==> config.mk <==
export PLATFORM = sky130hd
export DESIGN_NAME = motor_status_monitor
export DESIGN_NICKNAME = d
export VERILOG_FILES = /design/src/verilog/motor_status_pkg.sv /design/src/verilog/history_mem.sv /design/src/verilog/motor_status_monitor.sv
export SDC_FILE = /design/constraint.sdc
export NUM_CORES = 2
export LEC_CHECK = 0
export BUFFER_PORTS_ARGS = -buffer_cell sky130_fd_sc_hd__buf_2
export CORE_MARGIN = 4
export CORE_UTILIZATION = 54
export DETAILED_ROUTE_END_ITERATION = 16
export PLACE_DENSITY = 0.86
export SLEW_MARGIN = 20
export SYNTH_ARGS = -nofsm -noshare
export SYNTH_HDL_FRONTEND = slang
export SYNTH_SLANG_ARGS = --single-unit
export TNS_END_PERCENT = 100
==> constraint.sdc <==
create_clock -name i_ref_clk -period 11.2 [get_ports i_ref_clk]
set_input_delay 0.56 -clock i_ref_clk [delete_from_list [all_inputs] [get_ports i_ref_clk]]
set_output_delay 0.56 -clock i_ref_clk [all_outputs]
set_load 0.02 [all_outputs]
==> src/verilog/motor_status_pkg.sv <==
// Constants, indices and types shared by the motor status monitor files.
// Assumes all current inputs share one unsigned scale (multiples of nominal).
package motor_status_pkg;

   // ==========================================
   // Widths and depths
   localparam int CUR_W = 16;
   localparam int TS_W = 48;
   localparam int CODE_W = 4;
   localparam int NUM_IND = 8;
   localparam int NUM_CNT = 3;
   localparam int CNT_W = 16;
   localparam int HIST_DEPTH = 12;
   localparam int HIST_AW = 4;
   localparam int REC_W = TS_W + CODE_W + 5 * CUR_W;

   // ==========================================
   // Indication bit positions
   localparam int IND_STOPPED = 0;
   localparam int IND_STARTING = 1;
   localparam int IND_RUNNING = 2;
   localparam int IND_STALLED = 3;
   localparam int IND_MISSING = 4;
   localparam int IND_LOAD_NORMAL = 5;
   localparam int IND_OVERLOAD = 6;
   localparam int IND_HIGH_OC = 7;

   // ==========================================
   // Counter positions
   localparam int CNT_STARTS = 0;
   localparam int CNT_SUCCEEDED = 1;
   localparam int CNT_STOPS = 2;

   // ==========================================
   // Record field positions (LSB of each field)
   localparam int REC_LOAD_LSB = 0;
   localparam int REC_THERM_LSB = CUR_W;
   localparam int REC_L3_LSB = 2 * CUR_W;
   localparam int REC_L2_LSB = 3 * CUR_W;
   localparam int REC_L1_LSB = 4 * CUR_W;
   localparam int REC_CODE_LSB = 5 * CUR_W;
   localparam int REC_TS_LSB = 5 * CUR_W + CODE_W;

   // ==========================================
   // Reset values and history limits
   localparam logic [NUM_IND-1:0] IND_RST = 8'h01;
   localparam logic [CNT_W-1:0] CNT_RST = 16'h0000;
   localparam logic [HIST_AW-1:0] PTR_RST = 4'h0;
   localparam logic [HIST_AW-1:0] HIST_LAST = 4'hb;
   localparam logic [HIST_AW:0] HIST_FULL = 5'h0c;

   typedef enum logic [1:0]
   {
      ST_STOPPED = 2'b00,
      ST_STARTING = 2'b01,
      ST_RUNNING = 2'b10,
      ST_STALLED = 2'b11
   } motor_state_t;

endpackage

==> src/verilog/history_mem.sv <==
// Twelve-entry record store for the motor status history.
// Assumes one write and one read address per cycle; read data is registered.
`timescale 1ns/1ps
module history_mem
   import motor_status_pkg::*;
(
   input wire logic i_ref_clk,
   input wire logic i_nrst,
   input wire logic i_wr_en,
   input wire logic [HIST_AW-1:0] i_wr_addr,
   input wire logic [REC_W-1:0] i_wr_data,
   input wire logic [HIST_AW-1:0] i_rd_addr,
   output logic [REC_W-1:0] o_rd_data
);

   // ==========================================
   // Storage
   // Array left unreset so it can map onto plain RAM
   logic [REC_W-1:0] mem [HIST_DEPTH];
   logic [REC_W-1:0] rd_reg;
   logic [REC_W-1:0] rd_next;

   always_comb
   begin
      rd_next = mem[i_rd_addr];
   end

   always_ff @(posedge i_ref_clk)
   begin
      if (i_wr_en)
      begin
         mem[i_wr_addr] <= i_wr_data;
      end
   end

   always_ff @(posedge i_ref_clk or negedge i_nrst)
   begin
      if (!i_nrst)
      begin
         rd_reg <= '0;
      end
      else
      begin
         rd_reg <= rd_next;
      end
   end

   assign o_rd_data = rd_reg;

endmodule

==> src/verilog/motor_status_monitor.sv <==
// Motor status monitor: indications, events, counters and record history.
// Assumes samples, thresholds and time stamp come from logic on i_ref_clk.
//
// How it works
// Stopped when current below no-load threshold
// Direct start: stopped to starting above start-detect
// Starting ends when current below max overload
// Running only after starting or stalled, above no-load
// Running drops when current below no-load
// Running to stalled above max overload
// Missing phase: one low, two above locked
// Load normal between no-load and corrected nominal
// Overloading above nominal, not above max overload
// High overcurrent above max locked-rotor threshold
// Event per change, on/off storage selectable
// Every event carries its time stamp
// Three resettable counters: starts, successes, stops
// Keep newest twelve records, oldest overwritten
// Record holds time, event, currents, thermal, load
// Counters step on rising edges, clear command
// Indications update on the sample cycle
`timescale 1ns/1ps
module motor_status_monitor
   import motor_status_pkg::*;
(
   input wire logic i_ref_clk,
   input wire logic i_nrst,
   input wire logic i_sample_valid,
   input wire logic [CUR_W-1:0] i_l1_current,
   input wire logic [CUR_W-1:0] i_l2_current,
   input wire logic [CUR_W-1:0] i_l3_current,
   input wire logic [CUR_W-1:0] i_no_load_thr,
   input wire logic [CUR_W-1:0] i_start_detect_thr,
   input wire logic [CUR_W-1:0] i_max_overload_thr,
   input wire logic [CUR_W-1:0] i_min_locked_thr,
   input wire logic [CUR_W-1:0] i_max_locked_thr,
   input wire logic [CUR_W-1:0] i_nominal_corr,
   input wire logic i_direct_online_start_mode,
   input wire logic [TS_W-1:0] i_time_stamp,
   input wire logic [CUR_W-1:0] i_thermal_delta,
   input wire logic [CUR_W-1:0] i_motor_load,
   input wire logic [NUM_IND-1:0] i_event_on_sel,
   input wire logic [NUM_IND-1:0] i_event_off_sel,
   input wire logic i_counter_clear,
   input wire logic [HIST_AW-1:0] i_hist_rd_age,
   output logic o_motor_stopped,
   output logic o_motor_starting,
   output logic o_motor_running,
   output logic o_motor_stalled,
   output logic o_missing_phase,
   output logic o_load_normal,
   output logic o_overloading,
   output logic o_high_overcurrent,
   output logic o_event_valid,
   output logic o_event_store,
   output logic [CODE_W-1:0] o_event_code,
   output logic [TS_W-1:0] o_event_time,
   output logic [CNT_W-1:0] o_start_count,
   output logic [CNT_W-1:0] o_success_count,
   output logic [CNT_W-1:0] o_stop_count,
   output logic [HIST_AW:0] o_hist_count,
   output logic [REC_W-1:0] o_hist_rd_data
);

   // ==========================================
   // Current comparisons
   logic [CUR_W-1:0] phase [3];
   logic [2:0] ph_low;
   logic [2:0] ph_high;
   logic [CUR_W-1:0] meas_cur;
   logic [CUR_W-1:0] max_l12;
   logic below_no_load;
   logic above_start;
   logic above_max_ovl;
   logic missing_now;

   assign phase[0] = i_l1_current;
   assign phase[1] = i_l2_current;
   assign phase[2] = i_l3_current;

   genvar g;
   generate
      for (g = 0; g < 3; g++)
      begin : g_phase
         assign ph_low[g] = phase[g] < i_no_load_thr;
         assign ph_high[g] = phase[g] > i_min_locked_thr;
      end
   endgenerate

   // Largest phase stands for the motor current
   assign max_l12 = (i_l2_current > i_l1_current) ? i_l2_current : i_l1_current;
   assign meas_cur = (i_l3_current > max_l12) ? i_l3_current : max_l12;

   assign below_no_load = meas_cur < i_no_load_thr;
   assign above_max_ovl = meas_cur > i_max_overload_thr;
   // Without direct start, any current at or above no-load counts as a start
   assign above_start = i_direct_online_start_mode ? (meas_cur > i_start_detect_thr)
                                                   : !below_no_load;
   assign missing_now = (ph_low[0] && ph_high[1] && ph_high[2]) ||
                        (ph_low[1] && ph_high[0] && ph_high[2]) ||
                        (ph_low[2] && ph_high[0] && ph_high[1]);

   // ==========================================
   // State and indications
   motor_state_t state_reg;
   motor_state_t state_next;
   logic [NUM_IND-1:0] ind_reg;
   logic [NUM_IND-1:0] ind_next;

   always_comb
   begin
      state_next = state_reg;
      ind_next = ind_reg;
      if (i_sample_valid)
      begin
         case (state_reg)
            ST_STOPPED: state_next = above_start ? ST_STARTING : ST_STOPPED;
            ST_STARTING:
               state_next = (meas_cur < i_max_overload_thr) ? ST_RUNNING : ST_STARTING;
            ST_RUNNING: state_next = above_max_ovl ? ST_STALLED : ST_RUNNING;
            ST_STALLED: state_next = above_max_ovl ? ST_STALLED : ST_RUNNING;
            default:
               state_next = ST_STOPPED;
         endcase
         if (below_no_load)
         begin
            state_next = ST_STOPPED;
         end
         ind_next[IND_STOPPED] = state_next == ST_STOPPED;
         ind_next[IND_STARTING] = state_next == ST_STARTING;
         ind_next[IND_RUNNING] = state_next == ST_RUNNING;
         ind_next[IND_STALLED] = state_next == ST_STALLED;
         ind_next[IND_MISSING] = missing_now;
         ind_next[IND_LOAD_NORMAL] = (meas_cur > i_no_load_thr) &&
                                     (meas_cur < i_nominal_corr);
         ind_next[IND_OVERLOAD] = (meas_cur > i_nominal_corr) && !above_max_ovl;
         ind_next[IND_HIGH_OC] = meas_cur > i_max_locked_thr;
      end
   end

   // ==========================================
   // Events
   // Several indications may flip on one sample; they queue as pending bits
   // and leave one per cycle, lowest bit first
   logic [NUM_IND-1:0] pend_reg;
   logic [NUM_IND-1:0] pend_next;
   logic [NUM_IND-1:0] emit_mask;
   logic [2:0] emit_idx;
   logic emit_any;
   logic emit_store;
   logic ev_valid_reg;
   logic ev_store_reg;
   logic [CODE_W-1:0] ev_code_reg;
   logic [CODE_W-1:0] ev_code_next;
   logic [TS_W-1:0] ev_time_reg;

   always_comb
   begin
      emit_any = 1'b0;
      emit_idx = 3'h0;
      for (int k = NUM_IND - 1; k >= 0; k--)
      begin
         if (pend_reg[k])
         begin
            emit_any = 1'b1;
            emit_idx = k[2:0];
         end
      end
      emit_mask = '0;
      emit_mask[emit_idx] = emit_any;
      // Set wins: a fresh change is never lost by the clear of its bit
      pend_next = (pend_reg & ~emit_mask) | (ind_next ^ ind_reg);
      emit_store = emit_any && (ind_reg[emit_idx] ? i_event_on_sel[emit_idx]
                                                  : i_event_off_sel[emit_idx]);
      ev_code_next = {ind_reg[emit_idx], emit_idx};
   end

   // ==========================================
   // Counters
   logic [CNT_W-1:0] cnt_reg [NUM_CNT];
   logic [CNT_W-1:0] cnt_next [NUM_CNT];
   logic [NUM_CNT-1:0] cnt_inc;

   always_comb
   begin
      cnt_inc[CNT_STARTS] = ind_next[IND_STARTING] && !ind_reg[IND_STARTING];
      cnt_inc[CNT_SUCCEEDED] = ind_next[IND_RUNNING] && state_reg == ST_STARTING;
      cnt_inc[CNT_STOPS] = ind_next[IND_STOPPED] && !ind_reg[IND_STOPPED];
      for (int j = 0; j < NUM_CNT; j++)
      begin
         // Clear then add, so an edge in the clear cycle still counts
         cnt_next[j] = (i_counter_clear ? CNT_RST : cnt_reg[j]) + CNT_W'(cnt_inc[j]);
      end
   end

   // ==========================================
   // History
   logic [HIST_AW-1:0] wr_ptr_reg;
   logic [HIST_AW-1:0] wr_ptr_next;
   logic [HIST_AW:0] hist_cnt_reg;
   logic [HIST_AW:0] hist_cnt_next;
   logic [HIST_AW:0] rd_sum;
   logic [HIST_AW-1:0] rd_addr;
   logic [REC_W-1:0] rec_data;

   always_comb
   begin
      wr_ptr_next = wr_ptr_reg;
      hist_cnt_next = hist_cnt_reg;
      if (emit_store)
      begin
         wr_ptr_next = (wr_ptr_reg == HIST_LAST) ? PTR_RST : wr_ptr_reg + 4'h1;
         hist_cnt_next = hist_cnt_reg + 5'(hist_cnt_reg != HIST_FULL);
      end
      // Age 0 is the newest record
      rd_sum = {1'b0, wr_ptr_reg} + HIST_FULL - 5'h01 - {1'b0, i_hist_rd_age};
      rd_sum = (rd_sum >= HIST_FULL) ? rd_sum - HIST_FULL : rd_sum;
      rd_addr = rd_sum[HIST_AW-1:0];
   end

   assign rec_data = {i_time_stamp, ev_code_next, i_l1_current, i_l2_current,
                      i_l3_current, i_thermal_delta, i_motor_load};

   history_mem u_history_mem
   (
      .i_ref_clk(i_ref_clk),
      .i_nrst(i_nrst),
      .i_wr_en(emit_store),
      .i_wr_addr(wr_ptr_reg),
      .i_wr_data(rec_data),
      .i_rd_addr(rd_addr),
      .o_rd_data(o_hist_rd_data)
   );

   // ==========================================
   // Registers
   always_ff @(posedge i_ref_clk or negedge i_nrst)
   begin
      if (!i_nrst)
      begin
         state_reg <= ST_STOPPED;
         ind_reg <= IND_RST;
         pend_reg <= '0;
         ev_valid_reg <= 1'b0;
         ev_store_reg <= 1'b0;
         ev_code_reg <= '0;
         ev_time_reg <= '0;
         cnt_reg <= '{default: CNT_RST};
         wr_ptr_reg <= PTR_RST;
         hist_cnt_reg <= '0;
      end
      else
      begin
         state_reg <= state_next;
         ind_reg <= ind_next;
         pend_reg <= pend_next;
         ev_valid_reg <= emit_any;
         ev_store_reg <= emit_store;
         ev_code_reg <= ev_code_next;
         ev_time_reg <= i_time_stamp;
         cnt_reg <= cnt_next;
         wr_ptr_reg <= wr_ptr_next;
         hist_cnt_reg <= hist_cnt_next;
      end
   end

   assign o_motor_stopped = ind_reg[IND_STOPPED];
   assign o_motor_starting = ind_reg[IND_STARTING];
   assign o_motor_running = ind_reg[IND_RUNNING];
   assign o_motor_stalled = ind_reg[IND_STALLED];
   assign o_missing_phase = ind_reg[IND_MISSING];
   assign o_load_normal = ind_reg[IND_LOAD_NORMAL];
   assign o_overloading = ind_reg[IND_OVERLOAD];
   assign o_high_overcurrent = ind_reg[IND_HIGH_OC];
   assign o_event_valid = ev_valid_reg;
   assign o_event_store = ev_store_reg;
   assign o_event_code = ev_code_reg;
   assign o_event_time = ev_time_reg;
   assign o_start_count = cnt_reg[CNT_STARTS];
   assign o_success_count = cnt_reg[CNT_SUCCEEDED];
   assign o_stop_count = cnt_reg[CNT_STOPS];
   assign o_hist_count = hist_cnt_reg;
endmodule

# --- After elaboration in Yosys (flattened, before gate mapping) ---
# Memories as Yosys holds them, arrays and structs flattened. A register that Yosys moved wholly into a read port is not among the register bits.
# Cells that the tools add are included.
classes:
  addsub: 9
  n_lt_le_gt_ge: 19
  n_eq_ne: 8
  mux: 42
  bitwise_logic: 5
  reduce_logical: 23
ops:
  columns: ["cell", "n"]
  rows:
  - ["16-bit greater-than comparator", 10]
  - ["16-bit < comparator", 6]
  - ["16-bit two-way mux", 5]
  - ["16-bit by 1-bit adder with 16-bit output", 3]
  - ["3-bit two-way mux", 8]
  - ["1-bit two-way mux", 18]
  - ["8-bit bitwise AND", 2]
  - ["1-bit logical AND", 13]
  - ["1-bit binary-select mux with 3-bit select", 3]
  - ["2-bit == test (second input constant)", 4]
  - ["4-bit two-way mux", 2]
  - ["8-bit two-way mux", 1]
  - ["8-bit inverter", 1]
  - ["8-bit bitwise OR", 1]
  - ["8-bit bitwise XOR", 1]
  - ["2-bit two-way mux", 3]
  - ["2-bit one-hot mux with 3 select lines", 1]
  - ["4-bit by 4-bit adder with 5-bit output (second input constant)", 1]
  - ["5-bit by 1-bit adder with 5-bit output", 1]
  - ["5-bit by 4-bit greater-or-equal comparator with 1-bit output (second input constant)", 1]
  - ["1-bit zero test", 5]
  - ["5-bit by 4-bit inequality test with 1-bit output (second input constant)", 1]
  - ["5-bit by 1-bit subtractor with 5-bit output (second input constant)", 1]
  - ["5-bit by 4-bit subtractor with 5-bit output", 1]
  - ["10 further kinds", 13]
word_totals:
  reg_bits: 129
  mem_bits_rw: 1584
  in_bits: 249
  out_inout_bits: 247
  word_cells: 119
  mem_count: 1
memory_table:
  columns: ["name", "depth", "word_bits", "read_ports", "rd_clocked_by_memory_dff", "write_ports", "line", "text"]
  rows:
  - ["u_history_mem.mem", 12, 132, 1, 1, 1, "history_mem.sv:19", "logic [REC_W-1:0] mem [HIST_DEPTH];"]

# --- Longest topological paths before layout ---
depth:
  ltp_word: 16
  ltp_mapped: 36

# --- Modules after synthesis ---
# From an unflattened synthesis, not the netlist that was laid out.
unflattened:
  cells_unflattened: 3820
  hier_area_um2: 73100.1
by_module_without_submodules:
  columns: ["mod", "n_inst", "cells_each", "area_per_inst_um2"]
  rows:
  - ["history_mem", 1, 2676, 62546.2]
  - ["motor_status_monitor", 1, 1144, 10553.9]

# --- Worst setup path before layout ---
# OpenSTA, ideal clock, no wires.
synth_timing:
  kind: "register to register"
  startpoint: "register pend_reg[2]"
  endpoint: "memory u_history_mem.mem[11][0] in the netlist's numbering, enable pin"
  t_arrival_ns: 11.274
  required_ns: 10.414
  slack_ns: -0.860
  stages_incl_launch_ff: 12
  n_path_buf: 2
  path_cell_list: "dfrtp_1 -> clkbuf_8 -> nor3_1 -> o21ai_1 -> nand2_1 -> mux2i_1 -> a211o_1 -> a221o_1 -> o2bb2a_1 -> buf_2 -> nand2_1 -> nor3_1"
synth_between:
  elab_chain_len: 9
  word_cells_on_any_way: 16
  cone_classes: "mux: 15; reduce/logical: 1"
synth_lines:
  columns: ["element", "line", "text"]
  rows:
  - ["from (decl)", "motor_status_monitor.sv:145", "logic [NUM_IND-1:0] pend_reg;"]
  - ["from (signal assigned)", "motor_status_monitor.sv:256", "pend_reg <= pend_next;"]
  - ["3-bit two-way mux (*) (3 in series)", "motor_status_monitor.sv:163", "if (pend_reg[k])"]
  - ["named net emit_idx[0]", "motor_status_monitor.sv:148", "logic [2:0] emit_idx;"]
  - ["1-bit binary-select mux with 3-bit select (on tied branches)", "motor_status_monitor.sv:174, motor_status_monitor.sv:173", null]
  - ["1-bit two-way mux (on tied branches)", "motor_status_monitor.sv:174, motor_status_monitor.sv:173", null]
  - ["1-bit two-way mux (*)", "motor_status_monitor.sv:173", "emit_store = emit_any && (ind_reg[emit_idx] ? i_event_on_sel[emit_idx]"]
  - ["1-bit logical AND (*)", "motor_status_monitor.sv:173", null]
  - ["1-bit two-way mux (*)", "history_mem.sv:30", "if (i_wr_en)"]
  - ["1-bit two-way mux (not written as such) (*)", "history_mem.sv:32", "mem[i_wr_addr] <= i_wr_data;"]
  - ["to (decl)", "history_mem.sv:19", null]
# Mark *: on every way through the listed nets, which the timed path passes. The rest lies on a longest branch. The select of a mux whose other input is x is not followed.

==> run_summary.xml <==
<?xml version="1.0" encoding="UTF-8"?>
<metrics>
  <group name="drt">
    <metric name="drt_first_pass_iters" unit="">6</metric>
    <metric name="postRouteWirelength" unit="um">188000</metric>
    <metric name="detail_route.drc_violations" unit="">0</metric>
    <metric name="detailroute.via_count" unit="">40200</metric>
    <metric name="wl_per_cell" unit="um">29.2</metric>
    <metric name="remaining_antenna_violation_count" unit="">0</metric>
    <metric name="routed_via_density" unit="">6.25</metric>
    <metric name="first_iter_violations" unit="">4374</metric>
  </group>
  <group name="power">
    <metric name="power_leakage" unit="nW">30.6</metric>
    <metric name="power_switching_share" unit="%">36.8</metric>
    <metric name="powerDensity" unit="nW/um^2">304</metric>
    <metric name="cellInternalPower" unit="mW">16.3</metric>
    <metric name="switching_power" unit="mW">9.51</metric>
    <metric name="irDropWorstVdd" unit="mV">0.813</metric>
    <metric name="share_seq_of_total_power" unit="%">37.0</metric>
    <metric name="power.share.combinational" unit="%">39.7</metric>
    <metric name="power_frac_clock" unit="%">23.3</metric>
  </group>
  <group name="finish">
    <metric name="fraction_of_the_core_area_covered_by_cells_at_the_end_of_the_flow" unit="%">62.7</metric>
    <metric name="register_name_with_the_most_flops" unit="">u_history_mem.mem</metric>
    <metric name="layoutNonFillerInstCount" unit="">6435</metric>
    <metric name="area_delta_synth_final" unit="%">15.2</metric>
    <metric name="count_of_nets_after_finishing" unit="">4949</metric>
    <metric name="layout.cells.most_common" unit="">sky130_fd_sc_hd__edfxtp_1</metric>
    <metric name="layout-drive-gt1-share" unit="%">27.3</metric>
    <metric name="largest_register_ffs" unit="">1584</metric>
    <metric name="layout.filler_cells" unit="">8992</metric>
    <metric name="layout_common_cells" unit="">sky130_fd_sc_hd__edfxtp_1 (1584), sky130_fd_sc_hd__buf_2 (494), sky130_fd_sc_hd__mux4_2 (396), sky130_fd_sc_hd__dfrtp_1 (260), sky130_fd_sc_hd__a21oi_1 (230)</metric>
  </group>
  <group name="placed_design">
    <metric name="io_buffers" unit="">495</metric>
    <metric name="placed_cells" unit="">6027</metric>
    <metric name="dp.final_hpwl" unit="um">102000</metric>
    <metric name="gpl.final_weighted_congestion" unit="">0.929</metric>
  </group>
  <group name="floorplanning">
    <metric name="dieArea" unit="um^2">142000</metric>
    <metric name="start_util" unit="%">54.4</metric>
    <metric name="num_ports" unit="">496</metric>
    <metric name="die_y" unit="um">377</metric>
    <metric name="floorplan.core_area" unit="um^2">135000</metric>
    <metric name="rows" unit="">135</metric>
    <metric name="fp.dieW" unit="um">377</metric>
  </group>
  <group name="critical_path">
    <metric name="setup.worst_path.start_class" unit="">input port</metric>
    <metric name="critical_path_class" unit="">input port to flop</metric>
    <metric name="timing.critical_path.to_type" unit="">flop</metric>
    <metric name="worst-endpoint-arrival" unit="ns">9.86</metric>
    <metric name="crit_path_slowest_cell" unit="">sky130_fd_sc_hd__nand2_1</metric>
    <metric name="cp_slowest_stage_delay" unit="ns">0.73</metric>
    <metric name="timing.critical_path.fanout_max" unit="">32</metric>
    <metric name="cp.required" unit="ns">11.88</metric>
  </group>
  <group name="cts">
    <metric name="cts_tree" unit="">yes</metric>
    <metric name="post-cts-setup-buffers" unit="">0</metric>
    <metric name="cts.path.max_buffers" unit="">3</metric>
    <metric name="cts_hold_buf" unit="">52</metric>
    <metric name="numClockSinks" unit="">1845</metric>
    <metric name="cts_h_tree_depth" unit="">4</metric>
    <metric name="clockRootBuffer" unit="">sky130_fd_sc_hd__clkbuf_16</metric>
    <metric name="cts_inserted_buffers" unit="">175</metric>
    <metric name="clk_latency" unit="ns">0.83</metric>
    <metric name="postCtsResizedCells" unit="">0</metric>
    <metric name="clk_transition_reported_paths" unit="ns">0.06</metric>
  </group>
  <group name="timing">
    <metric name="finalSetupViolations" unit="">0</metric>
    <metric name="timing.max_slew.rel_slack" unit="%">25.3</metric>
    <metric name="final_period_utilization" unit="%">82.0</metric>
    <metric name="tightest_slew" unit="ns">1.12</metric>
    <metric name="setup_tns" unit="ns">0</metric>
    <metric name="period_minus_slack" unit="ns">9.18</metric>
    <metric name="fmaxAchievable" unit="MHz">109</metric>
    <metric name="slew_viol_final" unit="">0</metric>
    <metric name="finalHoldViolCount" unit="">0</metric>
    <metric name="fin_worst_skew" unit="ns">0.0559</metric>
    <metric name="setup_repair_after_global_routing_missed_its_margin" unit="">false</metric>
  </group>
  <group name="hold_path">
    <metric name="worstHoldPathType" unit="">input port to flop</metric>
  </group>
  <group name="synthesis">
    <metric name="synth.net_count" unit="">4318</metric>
    <metric name="synth-edff-count" unit="">1584</metric>
    <metric name="ys_seq_area_share" unit="%">73.5</metric>
    <metric name="postSynthAreaPerCell" unit="um^2">19.2</metric>
    <metric name="ys_ff_latch" unit="">1845</metric>
    <metric name="synth_cell_types" unit="">84</metric>
    <metric name="postSynthCellCount" unit="">3845</metric>
    <metric name="most_used_flip_flop_cell_after_synthesis" unit="">sky130_fd_sc_hd__edfxtp_1</metric>
    <metric name="post_synth_instance_area" unit="um^2">73600</metric>
    <metric name="synth-async-reset-ratio" unit="%">14.1</metric>
    <metric name="ys.warnings.count" unit="">0</metric>
  </group>
  <group name="grt">
    <metric name="grt_start_max_net_pins" unit="">134</metric>
    <metric name="vias_in_the_first_global_route" unit="">42200</metric>
    <metric name="grt_util_all_layers" unit="%">26.5</metric>
    <metric name="grt-ovfl-total" unit="">0</metric>
    <metric name="antenna_found_initial" unit="">35</metric>
    <metric name="first_pass_grt_wire_length" unit="um">276000</metric>
  </group>
  <group name="status">
    <metric name="status" unit="">finished, final reports clean</metric>
  </group>
  <group name="flow_run">
    <metric name="max_cap_violations" unit="">0</metric>
  </group>
</metrics>
cells in the mapped netlist, types with 29 or more instances:
cell,number,area (um^2)
sky130_fd_sc_hd__mux2i_1,141,1410
sky130_fd_sc_hd__ha_1,223,2790
sky130_fd_sc_hd__clkbuf_1,99,372
sky130_fd_sc_hd__a21oi_1,230,1150
sky130_fd_sc_hd__inv_1,143,537
sky130_fd_sc_hd__mux4_2,396,8920
sky130_fd_sc_hd__o21ai_0,40,200
sky130_fd_sc_hd__nand3_1,29,145
sky130_fd_sc_hd__nand2_1,67,251
sky130_fd_sc_hd__nand4_1,38,238
sky130_fd_sc_hd__edfxtp_1,1584,47600
sky130_fd_sc_hd__nor2_1,222,833
sky130_fd_sc_hd__a21o_1,53,398
sky130_fd_sc_hd__buf_1,44,165
sky130_fd_sc_hd__dfrtp_1,260,6510
final cells by class:
| type | instances | area, um^2 | share of cell area, % |
|---|---|---|---|
| clock buffer | 238 | 4870 | 5.74 |
| sequential | 1845 | 54100 | 63.7 |
| tap | 1781 | 2230 | 2.63 |
| timing repair buffer | 601 | 3480 | 4.10 |
| clock inverter | 91 | 1030 | 1.21 |
| inverter | 144 | 541 | 0.637 |
| antenna | 26 | 65.1 | 0.0767 |
| multi-input combinational | 1709 | 18600 | 21.9 |
metrics by stage:
step                      hold slack (ns)  setup WS, ns  power, mW  area [um^2]
after floorplan                     0.264        -0.860       16.5        73600
after global placement              0.479          1.60       19.4        78300
after CTS                        0.000710          2.14       25.9        84800
after global routing               0.0377          1.07       27.0        84800
final                              0.0669          2.02       25.8        84900
after detailed placement            0.482          1.30       19.7        78400
power groups by stage:
stage               logic (mW)  clock network, mW  registers [mW]
finish                    10.3               6.02            9.56
floorplan                 6.53                  0            9.96
global placement          9.89                  0            9.52
CTS                       10.3               6.07            9.54
global route              10.9               6.41            9.63
detailed placement        10.1                  0            9.62
layer usage:
metal	wire, um	vias up	global-route usage, %
li1	-	16700	-
met1	68700	20700	34.1
met4	7040	20	9.63
met5	150	-	0
met2	94600	2429	44.5
met3	17200	429	6.09
kinds of logic after synthesis:
| family | share of synthesized area, % |
|---|---|
| DFF | 73.5 |
| muxes | 14.1 |
| and+or+nand+nor | 3.13 |
| AOI/OAI and AO/OA | 3.48 |
| buffers and inverters | 1.51 |
| adders and majority gates | 3.82 |
| xor gates and xnor gates | 0.523 |
final timing paths:
check	from	to	slack, ns	cells after the start
worst max-delay path	i_l1_current[13]	o_success_count[14]	2.02	36
worst min-delay path	i_motor_load[9]	u_history_mem.mem[1][9]	0.07	1
worst max register to register	pend_reg[7]	u_history_mem.mem[11][4]	4.71	11
worst min register to register	o_hist_count[4]	o_hist_count[4]	0.50	1
max in group asynchronous	i_nrst	u_history_mem.o_rd_data[90]	9.44	4
min in group asynchronous	i_nrst	u_history_mem.o_rd_data[52]	0.22	2
critical path: cells and delay by family:
kind / cells / cell delay [ns]
buf+inv: 3 / 0.73
compound gates: 13 / 4.06
fa+ha+maj: 5 / 1.37
xor+xnor: 1 / 0.16
simple gates: 14 / 2.97
Power figures use the tool's default switching activity.
